===== src/core/sar_ctl_pkg.sv =====
// What this block does
// RULE1 - completion flag goes low when result ready
// RULE2 - flag released on read or new write
// RULE3 - modes 00/01 power down, clock unchanged
// RULE4 - mode 10 internal clock, 11 external
// RULE5 - bit 5 selects acquisition timing
// RULE6 - bit 4 selects single-ended or pseudo-differential
// RULE7 - bit 3 selects unipolar or bipolar
// RULE8 - low three bits address the channel
// RULE9 - power-down keeps last clock mode
// RULE10 - external clock mode after power-up
// RULE11 - acquisition and clock choices independent
// RULE12 - internal clock converts in 3.6 us
// RULE13 - host external clock 100kHz to 4.8MHz
// RULE14 - chip select high ignores inputs, bus floats
// RULE15 - one shared tri-state byte bus
// RULE16 - control byte taken from all eight lines
// RULE17 - unipolar straight binary, bipolar two's complement
// RULE18 - host holds select and read low
// RULE19 - low byte when byte select low
// RULE20 - high byte zero or sign filled
// RULE21 - conversion takes 13 clock cycles
// RULE22 - write during conversion aborts, restarts acquisition
// RULE23 - internal acquisition lasts three clock cycles; code tracks for four ticks
// RULE24 - tracking starts at write rising edge
// RULE25 - write is select and strobe low
package sar_ctl_pkg;
  // ****************************************
  // control byte fields
  // ****************************************
  localparam int PMODE_HI_BIT   = 7;
  localparam int PMODE_LO_BIT   = 6;
  localparam int ACQ_BIT        = 5;
  localparam int CFG_BIT        = 4;
  localparam int POL_BIT        = 3;
  localparam int CHAN_LSB       = 0;
  localparam int CHAN_W         = 3;
  localparam logic [1:0] PM_SHUTDOWN = 2'h0;
  localparam logic [1:0] PM_STANDBY  = 2'h1;
  localparam logic [1:0] PM_INT_CLK  = 2'h2;
  localparam logic [1:0] PM_EXT_CLK  = 2'h3;
  localparam logic [7:0] CTRL_RESET  = 8'hC0;
  // ****************************************
  // timing
  // ****************************************
  localparam int CLK_HZ          = 40_000_000;
  localparam int CONV_CYCLES     = 13;
  localparam int ACQ_CYCLES      = 3;
  localparam int CONV_TIME_NS    = 3600;
  localparam int CLK_PERIOD_NS   = 25;
  // internal conversion clock period in system cycles, rounded down
  localparam int INT_DIV         = CONV_TIME_NS / (CONV_CYCLES * CLK_PERIOD_NS);
  localparam int RESULT_W        = 12;
endpackage


===== src/core/sar_adc_parallel_control_port.sv =====
`timescale 1ns/1ps
module sar_adc_parallel_control_port #(
  parameter int RES_W = 12
) (
  input  wire logic              clk_in,
  input  wire logic              sys_rst_in,
  input  wire logic              cs_n_in,
  input  wire logic              wr_n_in,
  input  wire logic              rd_n_in,
  input  wire logic              upper_byte_sel_in,
  input  wire logic              ext_conv_clk_in,
  input  wire logic [7:0]        data_in,
  output logic      [7:0]        data_out,
  output logic                   data_oe_out,
  input  wire logic [RES_W-1:0]  sample_code_in,
  output logic                   done_n_out,
  output logic                   track_out,
  output logic                   converting_out,
  output logic      [1:0]        power_mode_out,
  output logic                   int_clk_sel_out,
  output logic                   acquire_timing_sel_out,
  output logic                   input_config_sel_out,
  output logic                   polarity_sel_out,
  output logic      [2:0]        chan_addr_out
);
  // ****************************************
  // elaboration checks
  // ****************************************
  if (RES_W != sar_ctl_pkg::RESULT_W) begin
    $error("result width must match the converter code width");
  end
  if (sar_ctl_pkg::INT_DIV < 1 || sar_ctl_pkg::INT_DIV > 256) begin
    $error("internal clock divide ratio does not fit the divider");
  end
  if (sar_ctl_pkg::CONV_CYCLES > 15 || sar_ctl_pkg::ACQ_CYCLES > 15) begin
    $error("cycle counts do not fit the sequencer counter");
  end
  if (sar_ctl_pkg::CHAN_W != 3) begin
    $error("channel address width must be three bits");
  end

  typedef enum logic [1:0] {S_IDLE, S_TRACK, S_CONV} conv_state_t;

  // ****************************************
  // pin synchronisers
  // ****************************************
  logic [1:0] cs_s_r, wr_s_r, rd_s_r, hb_s_r, ck_s_r;
  logic [7:0] d_s1_r, d_s2_r;
  // strobes reset to their idle high level so no false edge follows reset
  always_ff @(posedge clk_in) begin
    if (sys_rst_in) begin
      cs_s_r <= 2'h3;
    end else begin
      cs_s_r <= {cs_s_r[0], cs_n_in};
    end
  end

  always_ff @(posedge clk_in) begin
    if (sys_rst_in) begin
      wr_s_r <= 2'h3;
    end else begin
      wr_s_r <= {wr_s_r[0], wr_n_in};
    end
  end

  always_ff @(posedge clk_in) begin
    if (sys_rst_in) begin
      rd_s_r <= 2'h3;
    end else begin
      rd_s_r <= {rd_s_r[0], rd_n_in};
    end
  end

  always_ff @(posedge clk_in) begin
    if (sys_rst_in) begin
      hb_s_r <= 2'h0;
    end else begin
      hb_s_r <= {hb_s_r[0], upper_byte_sel_in};
    end
  end

  always_ff @(posedge clk_in) begin
    if (sys_rst_in) begin
      ck_s_r <= 2'h0;
    end else begin
      ck_s_r <= {ck_s_r[0], ext_conv_clk_in};
    end
  end

  // data lines take the same two stages as the strobes
  always_ff @(posedge clk_in) begin
    if (sys_rst_in) begin
      d_s1_r <= 8'h00;
      d_s2_r <= 8'h00;
    end else begin
      d_s1_r <= data_in;
      d_s2_r <= d_s1_r;
    end
  end

  logic cs_q, wr_q, rd_q, hb_q, ck_q;
  assign cs_q = cs_s_r[1];
  assign wr_q = wr_s_r[1];
  assign rd_q = rd_s_r[1];
  assign hb_q = hb_s_r[1];
  assign ck_q = ck_s_r[1];

  // ****************************************
  // strobe edges
  // ****************************************
  logic wr_act_r, rd_act_r, ck_prev_r;
  logic [7:0] wr_data_r;
  logic wr_act, rd_act, wr_done, rd_start, ext_fall;
  assign wr_act = ~cs_q & ~wr_q; // RULE25 RULE14
  assign rd_act = ~cs_q & ~rd_q; // RULE14
  assign wr_done  = wr_act_r & ~wr_act; // RULE25
  assign rd_start = rd_act & ~rd_act_r;
  assign ext_fall = ck_prev_r & ~ck_q & ~cs_q; // RULE14

  always_ff @(posedge clk_in) begin
    if (sys_rst_in) begin
      wr_act_r  <= 1'b0;
      rd_act_r  <= 1'b0;
      ck_prev_r <= 1'b0;
    end else begin
      wr_act_r  <= wr_act;
      rd_act_r  <= rd_act;
      ck_prev_r <= ck_q;
    end
  end

  // the last byte seen while the write stands is the one taken
  always_ff @(posedge clk_in) begin
    if (sys_rst_in) begin
      wr_data_r <= 8'h00;
    end else if (wr_act) begin
      wr_data_r <= d_s2_r; // RULE16 RULE15
    end
  end

  // ****************************************
  // control byte
  // ****************************************
  logic [7:0] ctrl_r;
  logic       int_clk_r;
  always_ff @(posedge clk_in) begin
    if (sys_rst_in) begin
      ctrl_r <= sar_ctl_pkg::CTRL_RESET;
    end else if (wr_done) begin
      ctrl_r <= wr_data_r;
    end
  end

  // power-down codes leave the clock source as it was
  always_ff @(posedge clk_in) begin
    if (sys_rst_in) begin
      int_clk_r <= 1'b0; // RULE10
    end else if (wr_done) begin
      case (wr_data_r[sar_ctl_pkg::PMODE_HI_BIT -: 2])
        sar_ctl_pkg::PM_INT_CLK: int_clk_r <= 1'b1; // RULE4
        sar_ctl_pkg::PM_EXT_CLK: int_clk_r <= 1'b0; // RULE4
        default:                 int_clk_r <= int_clk_r; // RULE3 RULE9
      endcase
    end
  end

  assign power_mode_out         = ctrl_r[sar_ctl_pkg::PMODE_HI_BIT -: 2]; // RULE3
  assign int_clk_sel_out        = int_clk_r;
  assign acquire_timing_sel_out = ctrl_r[sar_ctl_pkg::ACQ_BIT]; // RULE5 RULE11
  assign input_config_sel_out   = ctrl_r[sar_ctl_pkg::CFG_BIT]; // RULE6
  assign polarity_sel_out       = ctrl_r[sar_ctl_pkg::POL_BIT]; // RULE7
  assign chan_addr_out          = ctrl_r[sar_ctl_pkg::CHAN_LSB +: sar_ctl_pkg::CHAN_W]; // RULE8

  // ****************************************
  // internal conversion clock divider
  // ****************************************
  logic [7:0] div_r;
  logic       int_tick;
  assign int_tick = (div_r == 8'(sar_ctl_pkg::INT_DIV - 1));
  always_ff @(posedge clk_in) begin
    if (sys_rst_in || wr_done || int_tick) begin
      div_r <= 8'h00;
    end else begin
      div_r <= div_r + 8'h01; // RULE12
    end
  end

  logic tick;
  assign tick = int_clk_r ? int_tick : ext_fall; // RULE11

  // ****************************************
  // acquisition and conversion sequencer
  // ****************************************
  conv_state_t st_r;
  logic [3:0]  cnt_r;
  logic        done_n_r;
  logic [11:0] result_r;
  logic        conv_last;
  logic        ext_start;
  assign conv_last = (st_r == S_CONV) && tick
                     && (cnt_r == 4'(sar_ctl_pkg::CONV_CYCLES - 1)); // RULE21
  assign ext_start = (st_r == S_TRACK) && !wr_data_r[sar_ctl_pkg::ACQ_BIT]
                     && ctrl_r[sar_ctl_pkg::ACQ_BIT];

  always_ff @(posedge clk_in) begin
    if (sys_rst_in) begin
      st_r  <= S_IDLE;
      cnt_r <= 4'h0;
    end else if (wr_done) begin
      cnt_r <= 4'h0;
      if (ext_start) begin
        st_r <= S_CONV; // RULE24
      end else begin
        st_r <= S_TRACK; // RULE22 RULE24
      end
    end else begin
      case (st_r)
        S_IDLE: begin
          st_r <= S_IDLE;
        end
        S_TRACK: begin
          if (!ctrl_r[sar_ctl_pkg::ACQ_BIT] && tick) begin
            if (cnt_r == 4'(sar_ctl_pkg::ACQ_CYCLES)) begin
              st_r  <= S_CONV; // RULE23
              cnt_r <= 4'h0;
            end else begin
              cnt_r <= cnt_r + 4'h1;
            end
          end
        end
        S_CONV: begin
          if (conv_last) begin
            st_r  <= S_IDLE;
            cnt_r <= 4'h0;
          end else if (tick) begin
            cnt_r <= cnt_r + 4'h1; // RULE21
          end
        end
        default: st_r <= S_IDLE;
      endcase
    end
  end

  // ****************************************
  // completion flag
  // ****************************************
  // a finishing conversion wins over a read that starts in the same cycle
  always_ff @(posedge clk_in) begin
    if (sys_rst_in) begin
      done_n_r <= 1'b1;
    end else if (wr_done) begin
      done_n_r <= 1'b1; // RULE2
    end else if (conv_last) begin
      done_n_r <= 1'b0; // RULE1
    end else if (rd_start) begin
      done_n_r <= 1'b1; // RULE2
    end
  end

  // ****************************************
  // result register
  // ****************************************
  always_ff @(posedge clk_in) begin
    if (sys_rst_in) begin
      result_r <= 12'h000;
    end else if (conv_last && !wr_done) begin
      result_r <= sample_code_in; // RULE17
    end
  end

  assign done_n_out     = done_n_r;
  assign track_out      = (st_r == S_TRACK);
  assign converting_out = (st_r == S_CONV);

  // ****************************************
  // read-back bus
  // ****************************************
  logic [7:0] dout_r;
  logic       oe_r;
  logic [3:0] upper_fill;
  assign upper_fill = polarity_sel_out ? 4'h0 : {4{result_r[11]}}; // RULE20 RULE17

  always_ff @(posedge clk_in) begin
    if (sys_rst_in) begin
      oe_r <= 1'b0;
    end else begin
      oe_r <= rd_act; // RULE14 RULE15
    end
  end

  always_ff @(posedge clk_in) begin
    if (sys_rst_in) begin
      dout_r <= 8'h00;
    end else if (!hb_q) begin
      dout_r <= result_r[7:0]; // RULE19
    end else begin
      dout_r <= {upper_fill, result_r[11:8]}; // RULE20
    end
  end
  assign data_out    = dout_r;
  assign data_oe_out = oe_r;
endmodule


===== config.mk =====
export PLATFORM = sky130hd
export DESIGN_NAME = sar_adc_parallel_control_port
export DESIGN_NICKNAME = d
export VERILOG_FILES = /design/src/core/sar_ctl_pkg.sv /design/src/core/sar_adc_parallel_control_port.sv
export SDC_FILE = /design/constraint.sdc
export NUM_CORES = 1
export LEC_CHECK = 0
export BUFFER_PORTS_ARGS = -buffer_cell sky130_fd_sc_hd__buf_2
export CAP_MARGIN = 10
export CORE_UTILIZATION = 59
export CTS_CLUSTER_SIZE = 10
export DETAILED_ROUTE_END_ITERATION = 16
export PLACE_DENSITY = 0.85
export SYNTH_ARGS = -nofsm -noshare
export SYNTH_HDL_FRONTEND = slang
export SYNTH_SLANG_ARGS = --single-unit

===== constraint.sdc =====
create_clock -name clk_in -period 6.75 [get_ports clk_in]
set_input_delay 0.3375 -clock clk_in [delete_from_list [all_inputs] [get_ports clk_in]]
set_output_delay 0.3375 -clock clk_in [all_outputs]
set_load 0.005 [all_outputs]

**Word-level counts from Yosys, hierarchy flattened**

Cells that the tools add are included.

- Register bits: 81
- Input port bits: 27
- Output and inout port bits: 21
- Logic and storage cells: 80

- Add/sub/neg operators: 2
- Equality and inequality tests: 12
- Muxes and demuxes: 17
- Bitwise gates (word level): 12
- Reduce and logical (&&, ||, !) cells: 18

Operator list:

| cell | number |
|---|---|
| two-way mux 4 bit | 5 |
| inequality test 3 x 1 -> 1 bit (second input constant) | 4 |
| two-way mux 2 bit | 5 |
| adder 8 x 1 -> 8 bit (second input constant) | 1 |
| == test 8 x 4 -> 1 bit (second input constant) | 1 |
| two-way mux 8 bit | 1 |
| one-hot mux 4 bit (2 select lines) | 1 |
| AND 1 bit | 6 |
| == test 2 bit (second input constant) | 3 |
| logical AND 1 bit | 6 |
| inverter 1 bit | 6 |
| AND reduction 3 bit | 2 |
| nonzero test 2 bit | 3 |
| adder 4 x 1 -> 4 bit (second input constant) | 1 |
| == test 4 x 2 -> 1 bit (second input constant) | 1 |
| == test 4 bit (second input constant) | 1 |
| one-hot mux 2 bit (2 select lines) | 1 |
| zero test 1 bit | 3 |
| two-way mux 1 bit | 3 |
| == test 2 x 1 -> 1 bit (second input constant) | 1 |
| logical OR 1 bit | 2 |
| inequality test 2 x 1 -> 1 bit (second input constant) | 1 |
| one-hot mux 1 bit (2 select lines) | 1 |
| AND reduction 2 bit | 1 |
| OR reduction 2 bit | 1 |

**Longest topological paths before layout**

- Depth after elaboration: 9
- Mapped depth: 8
- Gate-level depth less buffers: 7

**Worst setup path before layout**

OpenSTA, ideal clock, no wires.

- Kind: reg2reg
- From: register div_r[0]
- To: register cnt_r[0]
- Setup time: 0.070 ns
- Arrival time: 2.344 ns
- Required time: 6.680 ns
- Setup slack: 4.337 ns
- Cell stages (with the launch flop): 8
- Path buffers: 0
- Period minus slack after synthesis: 2.413 ns
- Cell sequence: dfxtp_1 inv_1 ha_1 or4b_4 o41a_1 a221o_1 or4_1 a21oi_1

- Word-level cells in the longest chain between the ends: 6
- Elaborated cells on any way between the ends: 10
- Classes of those cells: 3 x eq/ne; 3 x mux; 4 x reduce/logical

RTL lines:

| item | line | source |
|---|---|---|
| from (decl) | sar_adc_parallel_control_port.sv:177 | `logic [7:0] div_r;` |
| from (signal assigned) | sar_adc_parallel_control_port.sv:184 | `div_r <= div_r + 8'h01;` |
| == test 8 x 4 -> 1 bit * | sar_adc_parallel_control_port.sv:179 | `assign int_tick = (div_r == 8'(sar_ctl_pkg::INT_DIV - 1));` |
| two-way mux 1 bit * | sar_adc_parallel_control_port.sv:189 | `assign tick = int_clk_r ? int_tick : ext_fall;` |
| logical AND 1 bit | sar_adc_parallel_control_port.sv:200 | `assign conv_last = (st_r == S_CONV) && tick` |
| logical AND 1 bit | sar_adc_parallel_control_port.sv:201 | `&& (cnt_r == 4'(sar_ctl_pkg::CONV_CYCLES - 1));` |
| inequality test 3 x 1 -> 1 bit (no source line) / two-way mux 4 bit (equally long branches) | -- |  |
| AND reduction 3 bit (no source line) / one-hot mux 4 bit (2 select lines) (equally long branches) | -- |  |
| to (signal assigned) | sar_adc_parallel_control_port.sv:227 | `cnt_r <= cnt_r + 4'h1;` |
| to (signal assigned) | sar_adc_parallel_control_port.sv:236 | `cnt_r <= cnt_r + 4'h1;` |
| to (decl) | sar_adc_parallel_control_port.sv:195 | `logic [3:0] cnt_r;` |

Every way passes the cells marked *; elsewhere a longest branch is shown, timed or not.
A chain may end at the register's enable or synchronous reset.

**Worst setup path after layout**

- From: register div_r[0]
- To: register result_r[6]

- Word-level cells in the longest chain between the ends: 5

RTL lines:

| item | line | source |
|---|---|---|
| == test 8 x 4 -> 1 bit | sar_adc_parallel_control_port.sv:179 |  |
| two-way mux 1 bit | sar_adc_parallel_control_port.sv:189 |  |
| logical AND 1 bit | sar_adc_parallel_control_port.sv:200 |  |
| logical AND 1 bit | sar_adc_parallel_control_port.sv:201 |  |
| logical AND 1 bit | sar_adc_parallel_control_port.sv:266 | `end else if (conv_last && !wr_done) begin` |
| to (signal assigned) | sar_adc_parallel_control_port.sv:267 | `result_r <= sample_code_in;` |
| to (decl) | sar_adc_parallel_control_port.sv:197 | `logic [11:0] result_r;` |

No other way between the ends.

==> qor.yml <==
synth:
  ys_ff_latch: 81
  synth_nets: 328
  ys_warn_count: 0
  synth-edff-count: 0
  syn_area_um2: 2850
  syn_area_per_cell_um2: 9.67
  synth_top_area_share_pct: 56.8
  yosys.area.top_type: "dfxtp_1"
  syn_inst: 295
  synthTopCellsByArea: "dfxtp_1 57%, mux2i_1 6.0%, nand2_1 4.9%"
  async_reset_ff_share_pct: 0
  synth.most_common_cell: "dfxtp_1"
  ys_types: 36
  ys_seq_area_share_pct: 56.8
  synthFlopType: "dfxtp_1"
  synth_common_cells: "81 x dfxtp_1, 37 x nand2_1, 35 x nor2_1"
clocking:
  clk_pin_slew_ns: 0.07
  cts.sinks: 81
  cts_buffers: 9
  postCtsResizedCells: 0
  clock_latency_ns: 0.34
  cts_setup_buffers: 0
  root_buffer: "clkbuf_8"
  hold_buffers: 0
  cts_tree: "yes"
  clk_path_buf_depth: 2
  cts_htree_levels: 3
floorplanning:
  io_pins: 48
  die-area_um2: 5120
  num_rows: 24
  core_area_um2: 4500
  chipHeight_um: 71.6
  initial_core_util_pct: 63.4
  dieWidth_um: 71.6
route:
  wirelength_um: 4710
  initialDrtViolationCount: 80
  routedWlPerCell_um: 11.8
  drc: 0
  avgViaCountPerCell: 5.17
  ant_nets: 0
  vias: 2063
  dr.pass1.iters: 6
final_layout:
  utilization_pct: 73.0
  diodes: 0
  instances_no_fill: 399
  final_nets: 376
  synthToLayoutAreaGrowth_pct: 15.2
  layout-drive-gt1-share_pct: 21.9
placed_design:
  place_congestion: 0.776
  port_buffers: 47
  place_inst: 383
  dp_hpwl_um: 3180
sta:
  slew_viol_final: 0
  setup_viol: 0
  fin_crit_ns: 2.88
  worst_pin_slew_ns: 1.16
  final.period_utilization_pct: 42.6
  max_freq_mhz: 348
  setup_tns_ns: 0
  skew_ns: 0.00606
  rsz0062_at_grt: "no"
  hold_violations: 0
  max_slew_margin_pct: 21.9
global_routing:
  busiest_layer: "met2"
  use_met1_pct: 23.1
  grt_max_degree: 72
  groute.layer.met3.usage_pct: 6.47
  grt_pass1_wl_um: 7860
  grt_use_met2_pct: 33.4
  grt_pass1_vias: 1891
  grt_overflow_total: 0
  grt_usage_pct: 20.2
  antenna_found_initial: 0
worst_hold_path:
  hp-class: "in2reg"
  hold_depth: 2
  hp-start: "cs_n_in"
  hold_end: "cs_s_r[0]"
setup_path:
  timing.rr.start: "div_r[0]"
  reg2reg_depth: 7
  cp_max_fo: 12
  required_ns: 6.96
  reg2reg_slack_ns: 3.87
  r2r-end: "result_r[6]"
  path_class: "reg2reg"
  critPathArrivalTime_ns: 3.08
  start_kind: "flip-flop"
  cp-end-kind: "flip-flop"
outcome:
  status: "finished clean"
power_and_ir_drop:
  p_per_area_nw_per_um2: 249
  p_leak_nw: 1.30
  vdd_drop_max_mv: 0.198
job:
  maxCapViolCount: 0
-- logic make-up (layout without fill, tap and decap cells) --
family | Yosys count | count (layout) | share of synthesized area [%]
simple gates | 129 | 129 | 22.3
flops | 81 | 81 | 56.8
compound gates | 36 | 36 | 7.67
buf+inv | 20 | 72 | 2.76
mux | 17 | 17 | 5.96
fa+ha+maj | 6 | 6 | 2.63
xor+xnor | 6 | 6 | 1.84
-- per-layer routing --
layer | wire length, um | up-vias
met5 | 0 | -
met3 | 208 | 12
met2 | 2210 | 51
met1 | 2190 | 932
met4 | 102 | 0
li1 | - | 1068
-- where the power goes --
| group | internal [W] | total, W | switching (W) |
|---|---|---|---|
| Sequential | 0.000488 | 0.000493 | 0.00000539 |
| Clock | 0.000142 | 0.000298 | 0.000156 |
| Combinational | 0.0000152 | 0.0000287 | 0.0000135 |
| Total | 0.000645 | 0.000819 | 0.000175 |
-- stage by stage --
step / hold slack [ns] / setup slack, ns / total power, W / instance area (um2)
6_report: 0.176 / 3.87 / 0.000819 / 3290
5_1_grt: 0.156 / 3.67 / 0.000853 / 3290
4_1_cts: 0.155 / 3.85 / 0.000828 / 3280
3_5_place_dp: 0.398 / 3.87 / 0.000533 / 3120
3_3_place_gp: 0.391 / 3.96 / 0.000531 / 3120
2_1_floorplan: 0.389 / 4.34 / 0.000521 / 2850
-- state kept, by name (all words and copies together), names as in the netlist --
| register | flops |
|---|---|
| d_s2_r | 8 |
| hb_s_r | 2 |
| done_n_out | 1 |
| rd_s_r | 2 |
| ck_s_r | 2 |
| wr_data_r | 8 |
| result_r | 12 |
| cnt_r | 4 |
| wr_s_r | 2 |
| data_out | 8 |
| d_s1_r | 8 |
| ck_prev_r | 1 |
| st_r | 2 |
| wr_act_r | 1 |
| div_r | 8 |
| int_clk_sel_out | 1 |
| cs_s_r | 2 |
| ctrl_r | 8 |
| data_oe_out | 1 |
-- critical path: stages (launching register included) --
cell and delay, ns:
dfxtp_1 0.35, inv_1 0.07, ha_1 0.13, or4b_4 0.45, o41a_1 0.49, nor3_2 0.91
mux2i_1 0.29, nor2_1 0.05
-- how the worst max path moves through the flow --
stage / start / end / slack, ns / cells after the start
5_1_grt: div_r[0] / result_r[2] / 3.67 / 7
2_1_floorplan: div_r[0] / cnt_r[0] / 4.34 / 7
6_report: div_r[0] / result_r[6] / 3.87 / 7
4_1_cts: div_r[0] / result_r[1] / 3.85 / 7
3_3_place_gp: div_r[0] / result_r[8] / 3.96 / 7
3_5_place_dp: div_r[0] / result_r[6] / 3.87 / 7
-- cells in the final DEF (no fill, tap or decap), types with 2 or more instances in the layout --
| master | count |
|---|---|
| clkbuf_1 | 3 |
| nor2_1 | 35 |
| o21a_1 | 2 |
| or3_1 | 2 |
| a31oi_1 | 2 |
| xnor2_1 | 3 |
| nor3_1 | 3 |
| nand2b_1 | 6 |
| dfxtp_1 | 81 |
| xor2_1 | 3 |
| clkinvlp_4 | 2 |
| clkbuf_8 | 10 |
| nand2_1 | 37 |
| nand3b_1 | 3 |
| o21ai_0 | 3 |
| a21oi_1 | 21 |
| buf_2 | 47 |
| o41ai_1 | 2 |
| or2_2 | 10 |
| ha_1 | 6 |
| inv_1 | 8 |
| nand3_1 | 4 |
| nor2b_1 | 21 |
| mux2i_1 | 17 |
-- area by class of cell --
class	count	area (um2)
timing repair buffer	49	248
multi-input combinational	194	1160
clock buffer	13	149
fill	335	1220
tap	52	65.1
sequential	81	1620
inverter	8	30.0
clock inverter	2	15.0
Note: power is estimated with default switching activity, not from simulation.
